==> src/logic/timer16_defs.svh <==
// constants of the byte-access 16-bit timer: map, fields, limits
`ifndef TIMER16_DEFS_SVH
`define TIMER16_DEFS_SVH
// apb address width and word-aligned register map
`define ADDR_W      8
`define A_CNT_LO    8'h00
`define A_CNT_HI    8'h04
`define A_CMPA_LO   8'h08
`define A_CMPA_HI   8'h0C
`define A_CMPB_LO   8'h10
`define A_CMPB_HI   8'h14
`define A_CAP_LO    8'h18
`define A_CAP_HI    8'h1C
`define A_CTRL_A    8'h20
`define A_CTRL_B    8'h24
`define A_FLAG      8'h28
`define A_MASK      8'h2C
`define A_PWR       8'h30
// count limits
`define BOTTOM_VAL  16'h0000
`define MAX_VAL     16'hFFFF
`define TOP_8B      16'h00FF
`define TOP_9B      16'h01FF
`define TOP_10B     16'h03FF
// control a fields
`define WGML_LSB    0
`define CAP_SRC_BIT 2
`define COMB_LSB    4
`define COMA_LSB    6
// control b fields
`define CS_LSB      0
`define WGMH_LSB    3
`define CAP_EDG_BIT 6
`define CAP_FLT_BIT 7
// flag and mask bit positions
`define F_OVF       0
`define F_CMPA      1
`define F_CMPB      2
`define F_CAP       3
// reset values
`define CTRL_RST    8'h00
`define PWR_RST     1'b1
// prescaler width and tap widths
`define PSC_W       10
`define TAP8_W      3
`define TAP64_W     6
`define TAP256_W    8
`define TAP1024_W   10
// capture filter sample count
`define FILT_LEN    4
`endif

==> src/logic/timer16_pkg.sv <==
// types shared by the byte-access 16-bit timer
package timer16_pkg;
	typedef enum logic [2:0] {
		CS_STOP     = 3'h0,
		CS_DIV1     = 3'h1,
		CS_DIV8     = 3'h2,
		CS_DIV64    = 3'h3,
		CS_DIV256   = 3'h4,
		CS_DIV1024  = 3'h5,
		CS_EXT_FALL = 3'h6,
		CS_EXT_RISE = 3'h7
	} clk_sel_e;
	typedef logic [15:0] word_t;
	typedef logic [7:0]  byte_t;
	typedef logic [3:0]  mode_t;
endpackage

==> src/logic/timer16_core.sv <==
// byte-access 16-bit timer/counter core behind an apb slave
// Operation
// - wide registers reached as two byte transfers
// - one shared high-byte staging register
// - low-byte write loads staged high plus low
// - count/capture low-byte read copies high into staging
// - compare high reads bypass the staging register
// - control registers plain byte read/write
// - tick from prescaler or external pin edge
// - no clock source selected: counter holds
// - compare registers checked against count always
// - compare outputs give pwm or frequency waveform
// - compare match sets compare flag a/b
// - capture edge stores count in capture register unless it is top
// - selectable noise filter on capture trigger
// - counter spans 0x0000 up to 0xFFFF
// - top from fixed limits, compare a, capture
// - compare a as top drives no pwm
// - compare a top is double buffered in pwm modes
// - four flags, each maskable
// - software count write beats count/clear
// - capture flag set with capture copy
//
// The implementer's own choices: the APB register port and the register addresses.
`include "timer16_defs.svh"
module timer16_core
	import timer16_pkg::*;
#(
	parameter int FILT_LEN = `FILT_LEN
) (
	input  wire logic              i_clk,      // system clock, 40 MHz
	input  wire logic              i_rstn,     // async reset, active low
	input  wire logic              i_psel,     // apb select
	input  wire logic              i_penable,  // apb access phase
	input  wire logic              i_pwrite,   // apb direction
	input  wire logic [`ADDR_W-1:0] i_paddr,   // apb byte address
	input  wire logic [31:0]       i_pwdata,   // apb write data
	input  wire logic [3:0]        i_pstrb,    // apb byte strobes
	output logic                   o_pready,   // apb ready
	output logic [31:0]            o_prdata,   // apb read data
	output logic                   o_pslverr,  // unmapped address
	input  wire logic              i_external_count_pin, // count pin
	input  wire logic              i_capture_pin,        // capture pin
	input  wire logic              i_acomp_out,          // comparator
	output logic                   o_compare_a_output,   // wave a
	output logic                   o_compare_b_output,   // wave b
	output logic [3:0]             o_int_req             // masked flags
);

	byte_t        temp_reg;      // shared high-byte staging
	byte_t        snap_hi_reg;   // high byte frozen at setup
	word_t        count_value_reg;
	word_t        capture_value_reg;
	word_t        cmp_buf_reg [2];
	word_t        cmp_act_reg [2];
	logic [1:0]   cmp_out_reg;
	byte_t        timer_control_a_reg;
	byte_t        timer_control_b_reg;
	logic [3:0]   timer_flag_register_reg;
	logic [3:0]   timer_mask_register_reg;
	logic         pwr_reg;       // timer_power_reduction_bit
	logic [`PSC_W-1:0] psc_reg;
	logic         ext_s1_reg, ext_s2_reg, ext_d_reg;
	logic         cap_s1_reg, cap_s2_reg, ac_s1_reg, ac_s2_reg;
	logic [FILT_LEN-1:0] hist_reg;
	logic         filt_reg, filt_d_reg;

	logic         setup, acc, wr, rd, cnt_wr, timer_tick, cap_evt;
	logic         pwm, at_top, wrap, ovf_evt, cap_top, a_top, trig;
	logic [1:0]   match, cmp_evt;
	mode_t        mode;
	clk_sel_e     cs;
	word_t        top, wdata16;
	byte_t        rd_mux, hi_mux;
	logic [3:0]   flag_set, flag_clr;

	// apb phases; a write needs the low byte lane
	assign setup   = i_psel & ~i_penable;
	assign acc     = i_psel & i_penable & o_pready;
	assign wr      = acc & i_pwrite & i_pstrb[0];
	assign rd      = acc & ~i_pwrite;
	assign wdata16 = {temp_reg, i_pwdata[7:0]};
	assign cnt_wr  = wr & (i_paddr == `A_CNT_LO);

	// mode decode shared by top, buffering and waveform
	assign mode = {timer_control_b_reg[`WGMH_LSB +: 2],
		timer_control_a_reg[`WGML_LSB +: 2]};
	assign cs   = clk_sel_e'(timer_control_b_reg[`CS_LSB +: 3]);

	// top of the count sequence for a waveform mode
	function automatic word_t top_of(input mode_t m, input word_t a,
		input word_t c);
		case (m)
			4'h1, 4'h5: top_of = `TOP_8B;
			4'h2, 4'h6: top_of = `TOP_9B;
			4'h3, 4'h7: top_of = `TOP_10B;
			4'h4, 4'h9, 4'hB, 4'hF: top_of = a;
			4'h8, 4'hA, 4'hC, 4'hE: top_of = c;
			default: top_of = `MAX_VAL;
		endcase
	endfunction

	// pulse-width modes; the rest count as normal or ctc
	function automatic logic is_pwm(input mode_t m);
		case (m)
			4'h0, 4'h4, 4'hC, 4'hD: is_pwm = 1'b0;
			default: is_pwm = 1'b1;
		endcase
	endfunction

	// address check for the slave error answer
	function automatic logic mapped(input logic [`ADDR_W-1:0] a);
		case (a)
			`A_CNT_LO, `A_CNT_HI, `A_CMPA_LO, `A_CMPA_HI, `A_CMPB_LO,
			`A_CMPB_HI, `A_CAP_LO, `A_CAP_HI, `A_CTRL_A, `A_CTRL_B,
			`A_FLAG, `A_MASK, `A_PWR: mapped = 1'b1;
			default: mapped = 1'b0;
		endcase
	endfunction

	// high-byte locations all land in the one staging register
	function automatic logic is_hi(input logic [`ADDR_W-1:0] a);
		is_hi = (a == `A_CNT_HI) || (a == `A_CMPA_HI) ||
			(a == `A_CMPB_HI) || (a == `A_CAP_HI);
	endfunction

	assign pwm     = is_pwm(mode);
	assign top     = top_of(mode, cmp_act_reg[0], capture_value_reg);
	assign cap_top = (mode == 4'h8) || (mode == 4'hA) ||
		(mode == 4'hC) || (mode == 4'hE);
	assign a_top   = (mode == 4'h9) || (mode == 4'hB) || (mode == 4'hF);
	assign at_top  = (count_value_reg == top);
	assign wrap    = timer_tick & ~cnt_wr & at_top;
	assign ovf_evt = pwm ? wrap :
		(timer_tick & ~cnt_wr & (count_value_reg == `MAX_VAL));

	// read data at setup; count and capture high go through staging
	always_comb begin
		rd_mux = 8'h00;
		hi_mux = temp_reg;
		case (i_paddr)
			`A_CNT_LO: begin
				rd_mux = count_value_reg[7:0];
				hi_mux = count_value_reg[15:8];
			end
			`A_CNT_HI:  rd_mux = temp_reg;
			`A_CMPA_LO: rd_mux = cmp_buf_reg[0][7:0];
			`A_CMPA_HI: rd_mux = cmp_buf_reg[0][15:8];
			`A_CMPB_LO: rd_mux = cmp_buf_reg[1][7:0];
			`A_CMPB_HI: rd_mux = cmp_buf_reg[1][15:8];
			`A_CAP_LO: begin
				rd_mux = capture_value_reg[7:0];
				hi_mux = capture_value_reg[15:8];
			end
			`A_CAP_HI:  rd_mux = temp_reg;
			`A_CTRL_A:  rd_mux = timer_control_a_reg;
			`A_CTRL_B:  rd_mux = timer_control_b_reg;
			`A_FLAG:    rd_mux = {4'h0, timer_flag_register_reg};
			`A_MASK:    rd_mux = {4'h0, timer_mask_register_reg};
			`A_PWR:     rd_mux = {7'h00, pwr_reg};
			default:    rd_mux = 8'h00;
		endcase
	end

	// apb answer: one wait-free access cycle after every setup
	always_ff @(posedge i_clk or negedge i_rstn) begin
		if (!i_rstn) begin
			o_pready    <= 1'b0;
			o_prdata    <= 32'h0000_0000;
			o_pslverr   <= 1'b0;
			snap_hi_reg <= 8'h00;
		end else begin
			o_pready  <= setup;
			o_pslverr <= setup & ~mapped(i_paddr);
			if (setup) begin
				o_prdata    <= {24'h00_0000, rd_mux};
				snap_hi_reg <= hi_mux;
			end
		end
	end

	// staging register; snapshot keeps both bytes from one cycle
	always_ff @(posedge i_clk or negedge i_rstn) begin
		if (!i_rstn)
			temp_reg <= 8'h00;
		else if (wr & is_hi(i_paddr))
			temp_reg <= i_pwdata[7:0];
		else if (rd & ((i_paddr == `A_CNT_LO) || (i_paddr == `A_CAP_LO)))
			temp_reg <= snap_hi_reg;
	end

	// control, mask and power bits are plain byte registers
	always_ff @(posedge i_clk or negedge i_rstn) begin
		if (!i_rstn) begin
			timer_control_a_reg     <= `CTRL_RST;
			timer_control_b_reg     <= `CTRL_RST;
			timer_mask_register_reg <= 4'h0;
			pwr_reg                 <= `PWR_RST;
		end else if (wr) begin
			case (i_paddr)
				`A_CTRL_A: timer_control_a_reg <= i_pwdata[7:0];
				`A_CTRL_B: timer_control_b_reg <= i_pwdata[7:0];
				`A_MASK:   timer_mask_register_reg <= i_pwdata[3:0];
				`A_PWR:    pwr_reg <= i_pwdata[0];
				default:   ;
			endcase
		end
	end

	// free-running prescaler and pin synchronisers
	always_ff @(posedge i_clk or negedge i_rstn) begin
		if (!i_rstn) begin
			psc_reg    <= '0;
			ext_s1_reg <= 1'b0;
			ext_s2_reg <= 1'b0;
			ext_d_reg  <= 1'b0;
			cap_s1_reg <= 1'b0;
			cap_s2_reg <= 1'b0;
			ac_s1_reg  <= 1'b0;
			ac_s2_reg  <= 1'b0;
		end else begin
			psc_reg    <= psc_reg + 1'b1;
			ext_s1_reg <= i_external_count_pin;
			ext_s2_reg <= ext_s1_reg;
			ext_d_reg  <= ext_s2_reg;
			cap_s1_reg <= i_capture_pin;
			cap_s2_reg <= cap_s1_reg;
			ac_s1_reg  <= i_acomp_out;
			ac_s2_reg  <= ac_s1_reg;
		end
	end

	// clock select; a held power-reduction bit freezes the tick
	always_comb begin
		case (cs)
			CS_STOP:     timer_tick = 1'b0;
			CS_DIV1:     timer_tick = 1'b1;
			CS_DIV8:     timer_tick = &psc_reg[`TAP8_W-1:0];
			CS_DIV64:    timer_tick = &psc_reg[`TAP64_W-1:0];
			CS_DIV256:   timer_tick = &psc_reg[`TAP256_W-1:0];
			CS_DIV1024:  timer_tick = &psc_reg[`TAP1024_W-1:0];
			CS_EXT_FALL: timer_tick = ~ext_s2_reg & ext_d_reg;
			CS_EXT_RISE: timer_tick = ext_s2_reg & ~ext_d_reg;
			default:     timer_tick = 1'b0;
		endcase
		timer_tick = timer_tick & ~pwr_reg;
	end

	// capture trigger: source select, filter, edge select
	assign trig = timer_control_a_reg[`CAP_SRC_BIT] ? ac_s2_reg :
		cap_s2_reg;
	assign cap_evt = ~pwr_reg & ~cap_top &
		(timer_control_b_reg[`CAP_EDG_BIT] ? (filt_reg & ~filt_d_reg) :
		(~filt_reg & filt_d_reg));

	// filter moves only on a run of equal samples; costs latency
	always_ff @(posedge i_clk or negedge i_rstn) begin
		if (!i_rstn) begin
			hist_reg   <= '0;
			filt_reg   <= 1'b0;
			filt_d_reg <= 1'b0;
		end else begin
			hist_reg   <= {hist_reg[FILT_LEN-2:0], trig};
			filt_d_reg <= filt_reg;
			if (!timer_control_b_reg[`CAP_FLT_BIT])
				filt_reg <= trig;
			else if (&hist_reg)
				filt_reg <= 1'b1;
			else if (~|hist_reg)
				filt_reg <= 1'b0;
		end
	end

	// capture register; software may write it only while it is top
	always_ff @(posedge i_clk or negedge i_rstn) begin
		if (!i_rstn)
			capture_value_reg <= 16'h0000;
		else if (cap_evt)
			capture_value_reg <= count_value_reg;
		else if (cap_top & wr & (i_paddr == `A_CAP_LO))
			capture_value_reg <= wdata16;
	end

	// counter: software write first, then wrap at top or count
	always_ff @(posedge i_clk or negedge i_rstn) begin
		if (!i_rstn)
			count_value_reg <= `BOTTOM_VAL;
		else if (cnt_wr)
			count_value_reg <= wdata16;
		else if (wrap)
			count_value_reg <= `BOTTOM_VAL;
		else if (timer_tick)
			count_value_reg <= count_value_reg + 16'h0001;
	end

	// compare channels; pwm modes reload the buffer at top
	for (genvar c = 0; c < 2; c++) begin : g_ch
		logic [1:0] com;
		assign com = c == 0 ? timer_control_a_reg[`COMA_LSB +: 2] :
			timer_control_a_reg[`COMB_LSB +: 2];
		assign match[c]   = (count_value_reg == cmp_act_reg[c]);
		assign cmp_evt[c] = timer_tick & ~cnt_wr & match[c];

		always_ff @(posedge i_clk or negedge i_rstn) begin
			if (!i_rstn) begin
				cmp_buf_reg[c] <= 16'h0000;
				cmp_act_reg[c] <= 16'h0000;
			end else begin
				if (wr & (i_paddr == (c == 0 ? `A_CMPA_LO : `A_CMPB_LO)))
					cmp_buf_reg[c] <= wdata16;
				if (!pwm || wrap)
					cmp_act_reg[c] <= cmp_buf_reg[c];
			end
		end

		// waveform: toggle/clear/set on match, pwm drives the opposite level at top
		always_ff @(posedge i_clk or negedge i_rstn) begin
			if (!i_rstn)
				cmp_out_reg[c] <= 1'b0;
			else if (pwm && c == 0 && a_top)
				cmp_out_reg[c] <= 1'b0;
			else if (pwm && wrap && com[1])
				cmp_out_reg[c] <= ~com[0];
			else if (cmp_evt[c]) begin
				case (com)
					2'h1: cmp_out_reg[c] <= ~cmp_out_reg[c];
					2'h2: cmp_out_reg[c] <= 1'b0;
					2'h3: cmp_out_reg[c] <= 1'b1;
					default: cmp_out_reg[c] <= cmp_out_reg[c];
				endcase
			end
		end
	end

	// flags: write one clears, a same-cycle event wins
	assign flag_set = {cap_evt, cmp_evt[1], cmp_evt[0], ovf_evt};
	assign flag_clr = (wr & (i_paddr == `A_FLAG)) ? i_pwdata[3:0] : 4'h0;
	always_ff @(posedge i_clk or negedge i_rstn) begin
		if (!i_rstn) begin
			timer_flag_register_reg <= 4'h0;
			o_int_req               <= 4'h0;
		end else begin
			timer_flag_register_reg <=
				(timer_flag_register_reg & ~flag_clr) | flag_set;
			o_int_req <= timer_flag_register_reg &
				timer_mask_register_reg;
		end
	end

	assign o_compare_a_output = cmp_out_reg[0];
	assign o_compare_b_output = cmp_out_reg[1];
endmodule

==> config.mk <==
export PLATFORM = sky130hd
export DESIGN_NAME = timer16_core
export DESIGN_NICKNAME = d
export VERILOG_FILES = /design/src/logic/timer16_pkg.sv /design/src/logic/timer16_core.sv
export VERILOG_INCLUDE_DIRS = /design/src /design/src/logic
export SDC_FILE = /design/constraint.sdc
export NUM_CORES = 1
export LEC_CHECK = 0
export BUFFER_PORTS_ARGS = -buffer_cell sky130_fd_sc_hd__buf_2
export CORE_ASPECT_RATIO = 1.25
export CORE_UTILIZATION = 60
export CTS_CLUSTER_DIAMETER = 60
export DETAILED_ROUTE_END_ITERATION = 8
export GPL_TIMING_DRIVEN = 0
export PLACE_DENSITY = 0.78
export SLEW_MARGIN = 20
export SYNTH_ARGS = -nofsm -noshare
export SYNTH_HDL_FRONTEND = slang
export SYNTH_SLANG_ARGS = --single-unit
==> constraint.sdc <==
create_clock -name i_clk -period 3.2 [get_ports i_clk]
set_input_delay 0.64 -clock i_clk [delete_from_list [all_inputs] [get_ports i_clk]]
set_output_delay 0.64 -clock i_clk [all_outputs]
set_load 0.02 [all_outputs]
* Yosys cells after proc, flatten, opt, wreduce, memory -nomap -nowiden
Memory sizes are Yosys's and may differ from the RTL's.
Cells that the tools add are included.
** Word-level totals
- Bits in registers :: 176
- ROM bits :: 64
- Memories :: 1
** Memory list
- (name not given) :: depth 64, width 1, rd ports 1, clocked after memory_dff 0, wr ports 0, RTL line timer16_core.sv:113 : case (a)
** Operators by class
- $add $sub $neg :: 2
- Equality and inequality tests :: 45
- Mux-type cells :: 27
- Bitwise operators :: 45
- Reductions and logical operators :: 44
** Operator list (count)
- $pmux W8 S12 :: 1
- $mux W16 :: 5
- $pmux W16 S5 :: 1
- $eq A16 B16 Y1 :: 3
- $eq A8 B6 Y1 const B :: 5
- $eq A4 B4 Y1 const B :: 8
- $eq A8 B5 Y1 const B :: 4
- $and A1 B1 Y1 :: 27
- $add A16 B1 Y16 const B :: 1
- $eq A16 B16 Y1 const B :: 1
- $eq A4 B3 Y1 const B :: 4
- $eq A8 B4 Y1 const B :: 2
- $mux W8 :: 2
- $pmux W8 S2 :: 1
- $reduce_or A4 Y1 :: 4
- $not A1 Y1 :: 14
- $mux W1 :: 13
- $eq A3 B3 Y1 const B :: 4
- $reduce_and A2 Y1 :: 6
- $add A10 B1 Y10 const B :: 1
- $logic_or A1 B1 Y1 :: 10
- $reduce_and A10 Y1 :: 1
- $and A4 B4 Y4 :: 2
- $eq A2 B2 Y1 const B :: 4
- other kinds (26) :: 39

* Depth between registers and ports, before layout
- Depth after elaboration :: 12
- Gate-level depth with buffers :: 13

* Worst setup path after synthesis
No wires, ideal clock.
- Kind :: input to register
- From :: input i_paddr[3]
- To :: register count_value_reg[10]
- Library setup time :: 0.082 ns
- Arrival time :: 2.589 ns
- Slack :: 0.529 ns
- Stages :: 11
- Path buffers :: 3
- Cells stage by stage :: buf_6 -> or4_4 -> buf_6 -> nor3_4 -> nor3_2 -> nand4_2 -> nor4_4 -> nand2b_4 -> buf_6 -> or3b_1 -> a31oi_1
** Between the ends
- Cells in the longest elaborated chain, start to end :: 7
** RTL lines
- start: declaration :: RTL line timer16_core.sv:36 : input wire logic [`ADDR_W-1:0] i_paddr,
- $logic_not A8 Y1 *
- $and A1 B1 Y1 * :: RTL line timer16_core.sv:83 : assign cnt_wr = wr & (i_paddr == `A_CNT_LO);
- $not A1 Y1 :: RTL line timer16_core.sv:133 : assign wrap = timer_tick & ~cnt_wr & at_top;
- $and A1 B1 Y1 (2 in series) :: RTL line timer16_core.sv:133
- $mux W16 :: RTL line timer16_core.sv:290 : else if (wrap)
- $mux W16 :: RTL line timer16_core.sv:288 : else if (cnt_wr)
- end signal: assignment :: RTL line timer16_core.sv:287 : count_value_reg <= `BOTTOM_VAL;
- end signal: assignment :: RTL line timer16_core.sv:289 : count_value_reg <= wdata16;
- end signal: assignment :: RTL line timer16_core.sv:291 : count_value_reg <= `BOTTOM_VAL;
- end: declaration :: RTL line timer16_core.sv:52 : word_t count_value_reg;
Mark *: on every way between the ends. The rest lies on a longest branch, timed or not.
A chain may end at the register's enable or synchronous reset.

* Final worst setup path
- From :: register timer_control_b_reg[4]
- To :: register cmp_act_reg[26] in the netlist's numbering
** Between the ends
- Cells in the longest elaborated chain, start to end :: 6
** RTL lines
- start: declaration :: RTL line timer16_core.sv:58 : byte_t timer_control_b_reg;
- start signal: assignment :: RTL line timer16_core.sv:196 : timer_control_b_reg <= `CTRL_RST;
- start signal: assignment :: RTL line timer16_core.sv:202 : `A_CTRL_B: timer_control_b_reg <= i_pwdata[7:0];
- $eq A4 B4 Y1, or another cell as far along :: RTL line timer16_core.sv:93 : case (m)
- $reduce_or A4 Y1 / $reduce_or A2 Y1 (equally long branches) :: RTL line timer16_core.sv:93
- $pmux W16 S5 :: RTL line timer16_core.sv:93
- $eq A16 B16 Y1 :: RTL line timer16_core.sv:132 : assign at_top = (count_value_reg == top);
- $and A1 B1 Y1 :: RTL line timer16_core.sv:133
- $logic_or A1 B1 Y1 * :: RTL line timer16_core.sv:311 : if (!pwm || wrap)
- end signal: indexed assignment :: RTL line timer16_core.sv:312 : cmp_act_reg[c] <= cmp_buf_reg[c];
- end: declaration :: RTL line timer16_core.sv:55 : word_t cmp_act_reg [2];
Marked as above.

==> results list <==
- # rows: 50
* Peak clock frequency supported by timing: 329 MHz
- Placer Congestion: 1.01
- Most used cell along the critical path: sky130_fd_sc_hd__buf_2
- Hold Crit Class: input pin to async pin
- The floorplan step set the die width to 114 microns.
* Setup repair after global routing missed its margin: no
- R2R depth: 11
- Clock tree buffer depth: 2
- For this run, asynchronously set or reset flops after synthesis account for 100%.
* Power density cells: 443 mW/mm^2
* Number of unique standard cell types used by synthesis: 73
- Mapped cell area: 0.00943 sq mm
* Total wire length: 28.5 mm
- Vertical die dimension: 142 microns
* Filler-free cell count of the finished design: 1199
- Data arrival at the endpoint of the critical path: 3.35 ns
- Number of flip-flops and latches in the synthesized netlist: 176
- The analysis attributes to net switching a power of 1190 uW.
- Buffers inserted to repair hold after CTS numbered 0.
- The clock arrives with 0.0141 ns of skew.
- DP Wirelength: 20.2 mm
- Clock-pin slew was measured on the worst setup and hold paths at 0.07 ns.
* # Max-Cap Violations: 0
- Global routing used 36.7% of the available tracks.
- Element type at the critical path end: flip-flop
- Clock latency at the later pin of the worst-skew pair: 0.43 ns
- Layout cells sized above 1: 22.7%
- Sw frac: 25.0%
* Post-route DRC: 0
* Sequential cell fraction of total power: 48.6%
- Most instantiated flip-flop cell in the synthesis netlist: sky130_fd_sc_hd__dfrtp_1
* Critical Path Fanout Max: 10
- Post-synthesis cell type with the largest combined area: sky130_fd_sc_hd__dfrtp_1
- The count of final hold-check violations was 0.
* Number of detailed-route iterations in the first pass: 6
- Summing all multi-input logic gate instances after layout gives 0.00462 sq mm.
- Summing all flip-flop and latch instances after layout gives 0.00441 sq mm.
- Entering global routing, the biggest net connects 70 pins.
- For the worst setup path, the data required time is 3.51 ns.
- Min cycle time layout: 3.04 ns
- Standard cell with the maximum stage delay on the critical path: sky130_fd_sc_hd__nor2_1
* Synth area leaders: sky130_fd_sc_hd__dfrtp_1 46%, sky130_fd_sc_hd__mux2_2 9.9%, sky130_fd_sc_hd__nand2_1 3.1%
- Hold timing on the final database bottoms out at a slack of 0.0759 ns.
- Count of synthesis-stage warnings from yosys: 0
- In this run, CTS created clock tree buffers numbering 17.
* Clock H-tree levels: 4
* Remaining antenna violation count: 0
- Relative to the synthesized area, the layout overhead comes to 13.3%.
* Leakage Power: 0.00483 uW
- The tree is rooted in a sky130_fd_sc_hd__clkbuf_16.
- Setup violations remaining at the end of the flow were counted as 0.
- Internal power comes to 3550 uW.
* List of cells traversed by the critical path: buf_2 > nor2_1 > nand2_1 > a31o_2 > and4_1 > nand4_2 > nor4_4 > buf_4 > nor2_2 > buf_2 > mux2_2
* Total via count in the routed design: 7821
- The initial antenna violation count came to 0.
* Result of the run: finished clean
* Type of origin of the critical path: flip-flop
- Setup tns final: 0 ns
- In this run the critical register-to-register path is captured at cmp_act_reg[26]$_DFFE_PN0P_.
- Number of nets at the end of the flow: 1033
* Post-synthesis average cell area: 10.5 sq um
* Boundary pin count: 92
- The filler cells instantiated in the layout total 1134.
* Placed cell count: 1166
* Slew at the pin closest to its max-slew limit: 1.17 ns
- Relative contribution of combinational cells to total power: 5.5%
* CP max stage delay: 0.41 ns
- Clock share of power: 45.9%
- CTS tree: done
- Counting both buffers and inverters, the worst setup path holds a total of 3.
- The worst register-to-register path begins at timer_control_b_reg[4]$_DFFE_PN0P_.
- Total Die Area: 0.0162 sq mm
- The first global-routing pass estimated 43.3 mm of wire.
- Placeable core area: 0.0151 sq mm
* Flop2flop setup slack: 0.16 ns
* Via density per instance: 6.52
- Delay-heaviest family, CP: simple AND/OR/NAND/NOR gates
- The repair_antennas step left the layout with diodes totalling 0.
- Global routing finished with a remaining overflow of 0.
* Effective utilization at floorplan: 62.3%
- Counting flops with a built-in enable in the synthesized netlist gives 0.
- Worst Setup Path Type: flip-flop to flip-flop
- Peak VDD IR: 0.000390 V
* Post-Syn Instances: 898
- Proportion of netlist area held by the largest area contributor: 46.5%
- Detail-routed net length per standard cell: 23.8 microns
- Clock tree synthesis found a total of 176 sinks.
- After synthesis, flip-flops and latches occupy 46.7% of the total area.
- The via count of the first global-routing pass is 7533.
- After layout, the worst path uses 94.9% of the clock period.
* Worst slew margin: 21.2%
* Slew Limit Fails: 0
- # port buffers: 35
* First DRT Iteration DRCs: 808
## cells by family after synthesis
kind of cell	Yosys count	synth area share [%]
AO/OA/AOI/OAI	187	13.5
XOR/XNOR	52	4.83
adder cells (fa/ha/maj)	3	0.398
buffers and inverters	96	5.62
flip-flops	176	46.7
multiplexers	120	14.0
other	1	0.0398
AND/OR/NAND/NOR	263	15.0
## routing by layer
layer,GRT usage [%],share of wire [%],up-vias
li1,-,-,3364
met1,45.3,36,3741
met2,58.1,46,553
met3,6.35,10,163
met4,26.7,8.0,0
met5,0,0,-
## through the flow
| stage | setup slack (ns) | util (%) | cell area, sq um | total power [uW] |
|---|---|---|---|---|
| after detailed placement | -0.0845 | 66.2 | 10000 | 2600 |
| after global routing | 0.0142 | 70.6 | 10700 | 4840 |
| after global placement | -1.20 | 65.7 | 9950 | 2590 |
| final | 0.163 | 70.6 | 10700 | 4740 |
| after CTS | 0.0630 | 70.3 | 10600 | 4730 |
| after floorplan | 0.529 | - | 9510 | 2470 |
## cell usage after synthesis (all sizes together), types with 3 or more instances
| cell type | instances |
|---|---|
| xnor2 | 29 |
| a31oi | 27 |
| a21o | 4 |
| nand3 | 14 |
| nand2b | 21 |
| nand2 | 79 |
| buf | 56 |
| mux2 | 91 |
| o22a | 3 |
| nor3 | 17 |
| and3 | 17 |
| or3b | 11 |
| ha | 3 |
| dfrtp | 175 |
| a221oi | 14 |
| o21ai | 57 |
| and2 | 6 |
| o31ai | 4 |
| nor4 | 9 |
| nand3b | 5 |
| o22ai | 6 |
| a22o | 6 |
| nor4b | 3 |
| inv | 11 |
| nor2 | 52 |
| a22oi | 21 |
| nor2b | 9 |
| o211ai | 3 |
| clkbuf | 29 |
| a21oi | 15 |
| a222oi | 5 |
| xor2 | 23 |
| nand4 | 12 |
| mux2i | 29 |
## layout by cell type (no fill, tap or decap), types with 4 or more instances in the layout
cell type	synthesis	routed
sky130_fd_sc_hd__dfrtp_1	175	175
sky130_fd_sc_hd__mux2_2	83	83
sky130_fd_sc_hd__nand2_1	79	79
sky130_fd_sc_hd__o21ai_0	54	54
sky130_fd_sc_hd__nor2_1	50	50
sky130_fd_sc_hd__buf_2	15	49
sky130_fd_sc_hd__clkbuf_1	29	29
sky130_fd_sc_hd__mux2i_1	29	29
sky130_fd_sc_hd__xnor2_1	29	29
sky130_fd_sc_hd__buf_4	26	27
sky130_fd_sc_hd__a31oi_1	27	27
sky130_fd_sc_hd__conb_1	1	24
sky130_fd_sc_hd__xor2_1	23	23
sky130_fd_sc_hd__a22oi_1	21	21
sky130_fd_sc_hd__nand2b_1	20	20
sky130_fd_sc_hd__and3_1	17	17
sky130_fd_sc_hd__clkbuf_16	0	17
sky130_fd_sc_hd__a21oi_1	14	14
sky130_fd_sc_hd__nand3_1	14	14
sky130_fd_sc_hd__a221oi_1	14	14
sky130_fd_sc_hd__inv_1	11	11
sky130_fd_sc_hd__or3b_1	11	11
sky130_fd_sc_hd__nand4_1	10	10
sky130_fd_sc_hd__nor2b_1	9	9
sky130_fd_sc_hd__nor3_1	13	9
sky130_fd_sc_hd__mux2_1	8	8
sky130_fd_sc_hd__buf_1	8	8
sky130_fd_sc_hd__nor4_1	7	7
sky130_fd_sc_hd__buf_6	7	7
sky130_fd_sc_hd__nor3_2	3	6
sky130_fd_sc_hd__and2_1	6	6
sky130_fd_sc_hd__a22o_1	6	6
sky130_fd_sc_hd__o22ai_1	5	5
sky130_fd_sc_hd__nand3b_1	5	5
sky130_fd_sc_hd__a222oi_1	5	5
sky130_fd_sc_hd__inv_8	0	5
sky130_fd_sc_hd__a21o_1	4	4
sky130_fd_sc_hd__o31ai_1	4	4
## layout make-up
class,instances,area share (%)
clock buffer,18,4.02
multi-input combinational,649,43.2
sequential,176,41.2
inverter,11,0.387
timing repair buffer,38,2.32
tap,208,2.44
clock inverter,14,1.80
buffer,85,4.58
## worst max-delay path by stage
stage                                       start                              end  slack [ns]  cells after the start
3_3_place_gp                               i_rstn       snap_hi_reg[6]$_DFFE_PN0P_       -1.20                      1
5_1_grt                      psc_reg[0]$_DFF_PN0_       cmp_act_reg[7]$_DFFE_PN0P_        0.01                     11
2_1_floorplan                          i_paddr[3]  count_value_reg[10]$_DFFE_PN0P_        0.53                     11
4_1_cts                      psc_reg[0]$_DFF_PN0_   count_value_reg[2]$_DFFE_PN0P_        0.06                     11
3_5_place_dp                               i_psel      cmp_buf_reg[11]$_DFFE_PN0P_       -0.08                      7
6_report       timer_control_b_reg[4]$_DFFE_PN0P_      cmp_act_reg[26]$_DFFE_PN0P_        0.16                     11
## power groups by stage
stage	registers (uW)	clock network [uW]	logic, uW
3_3_place_gp	2340	0	244
6_report	2300	2170	261
5_1_grt	2300	2250	286
4_1_cts	2300	2170	259
2_1_floorplan	2340	0	125
3_5_place_dp	2340	0	258
## timing repair
action | 4_1_cts | 5_1_grt
buffers inserted | 0 | 1
resized for setup | 0 | 4
setup endpoints to repair | 0 | 38
No activity file was read; power rests on OpenSTA's default activity.
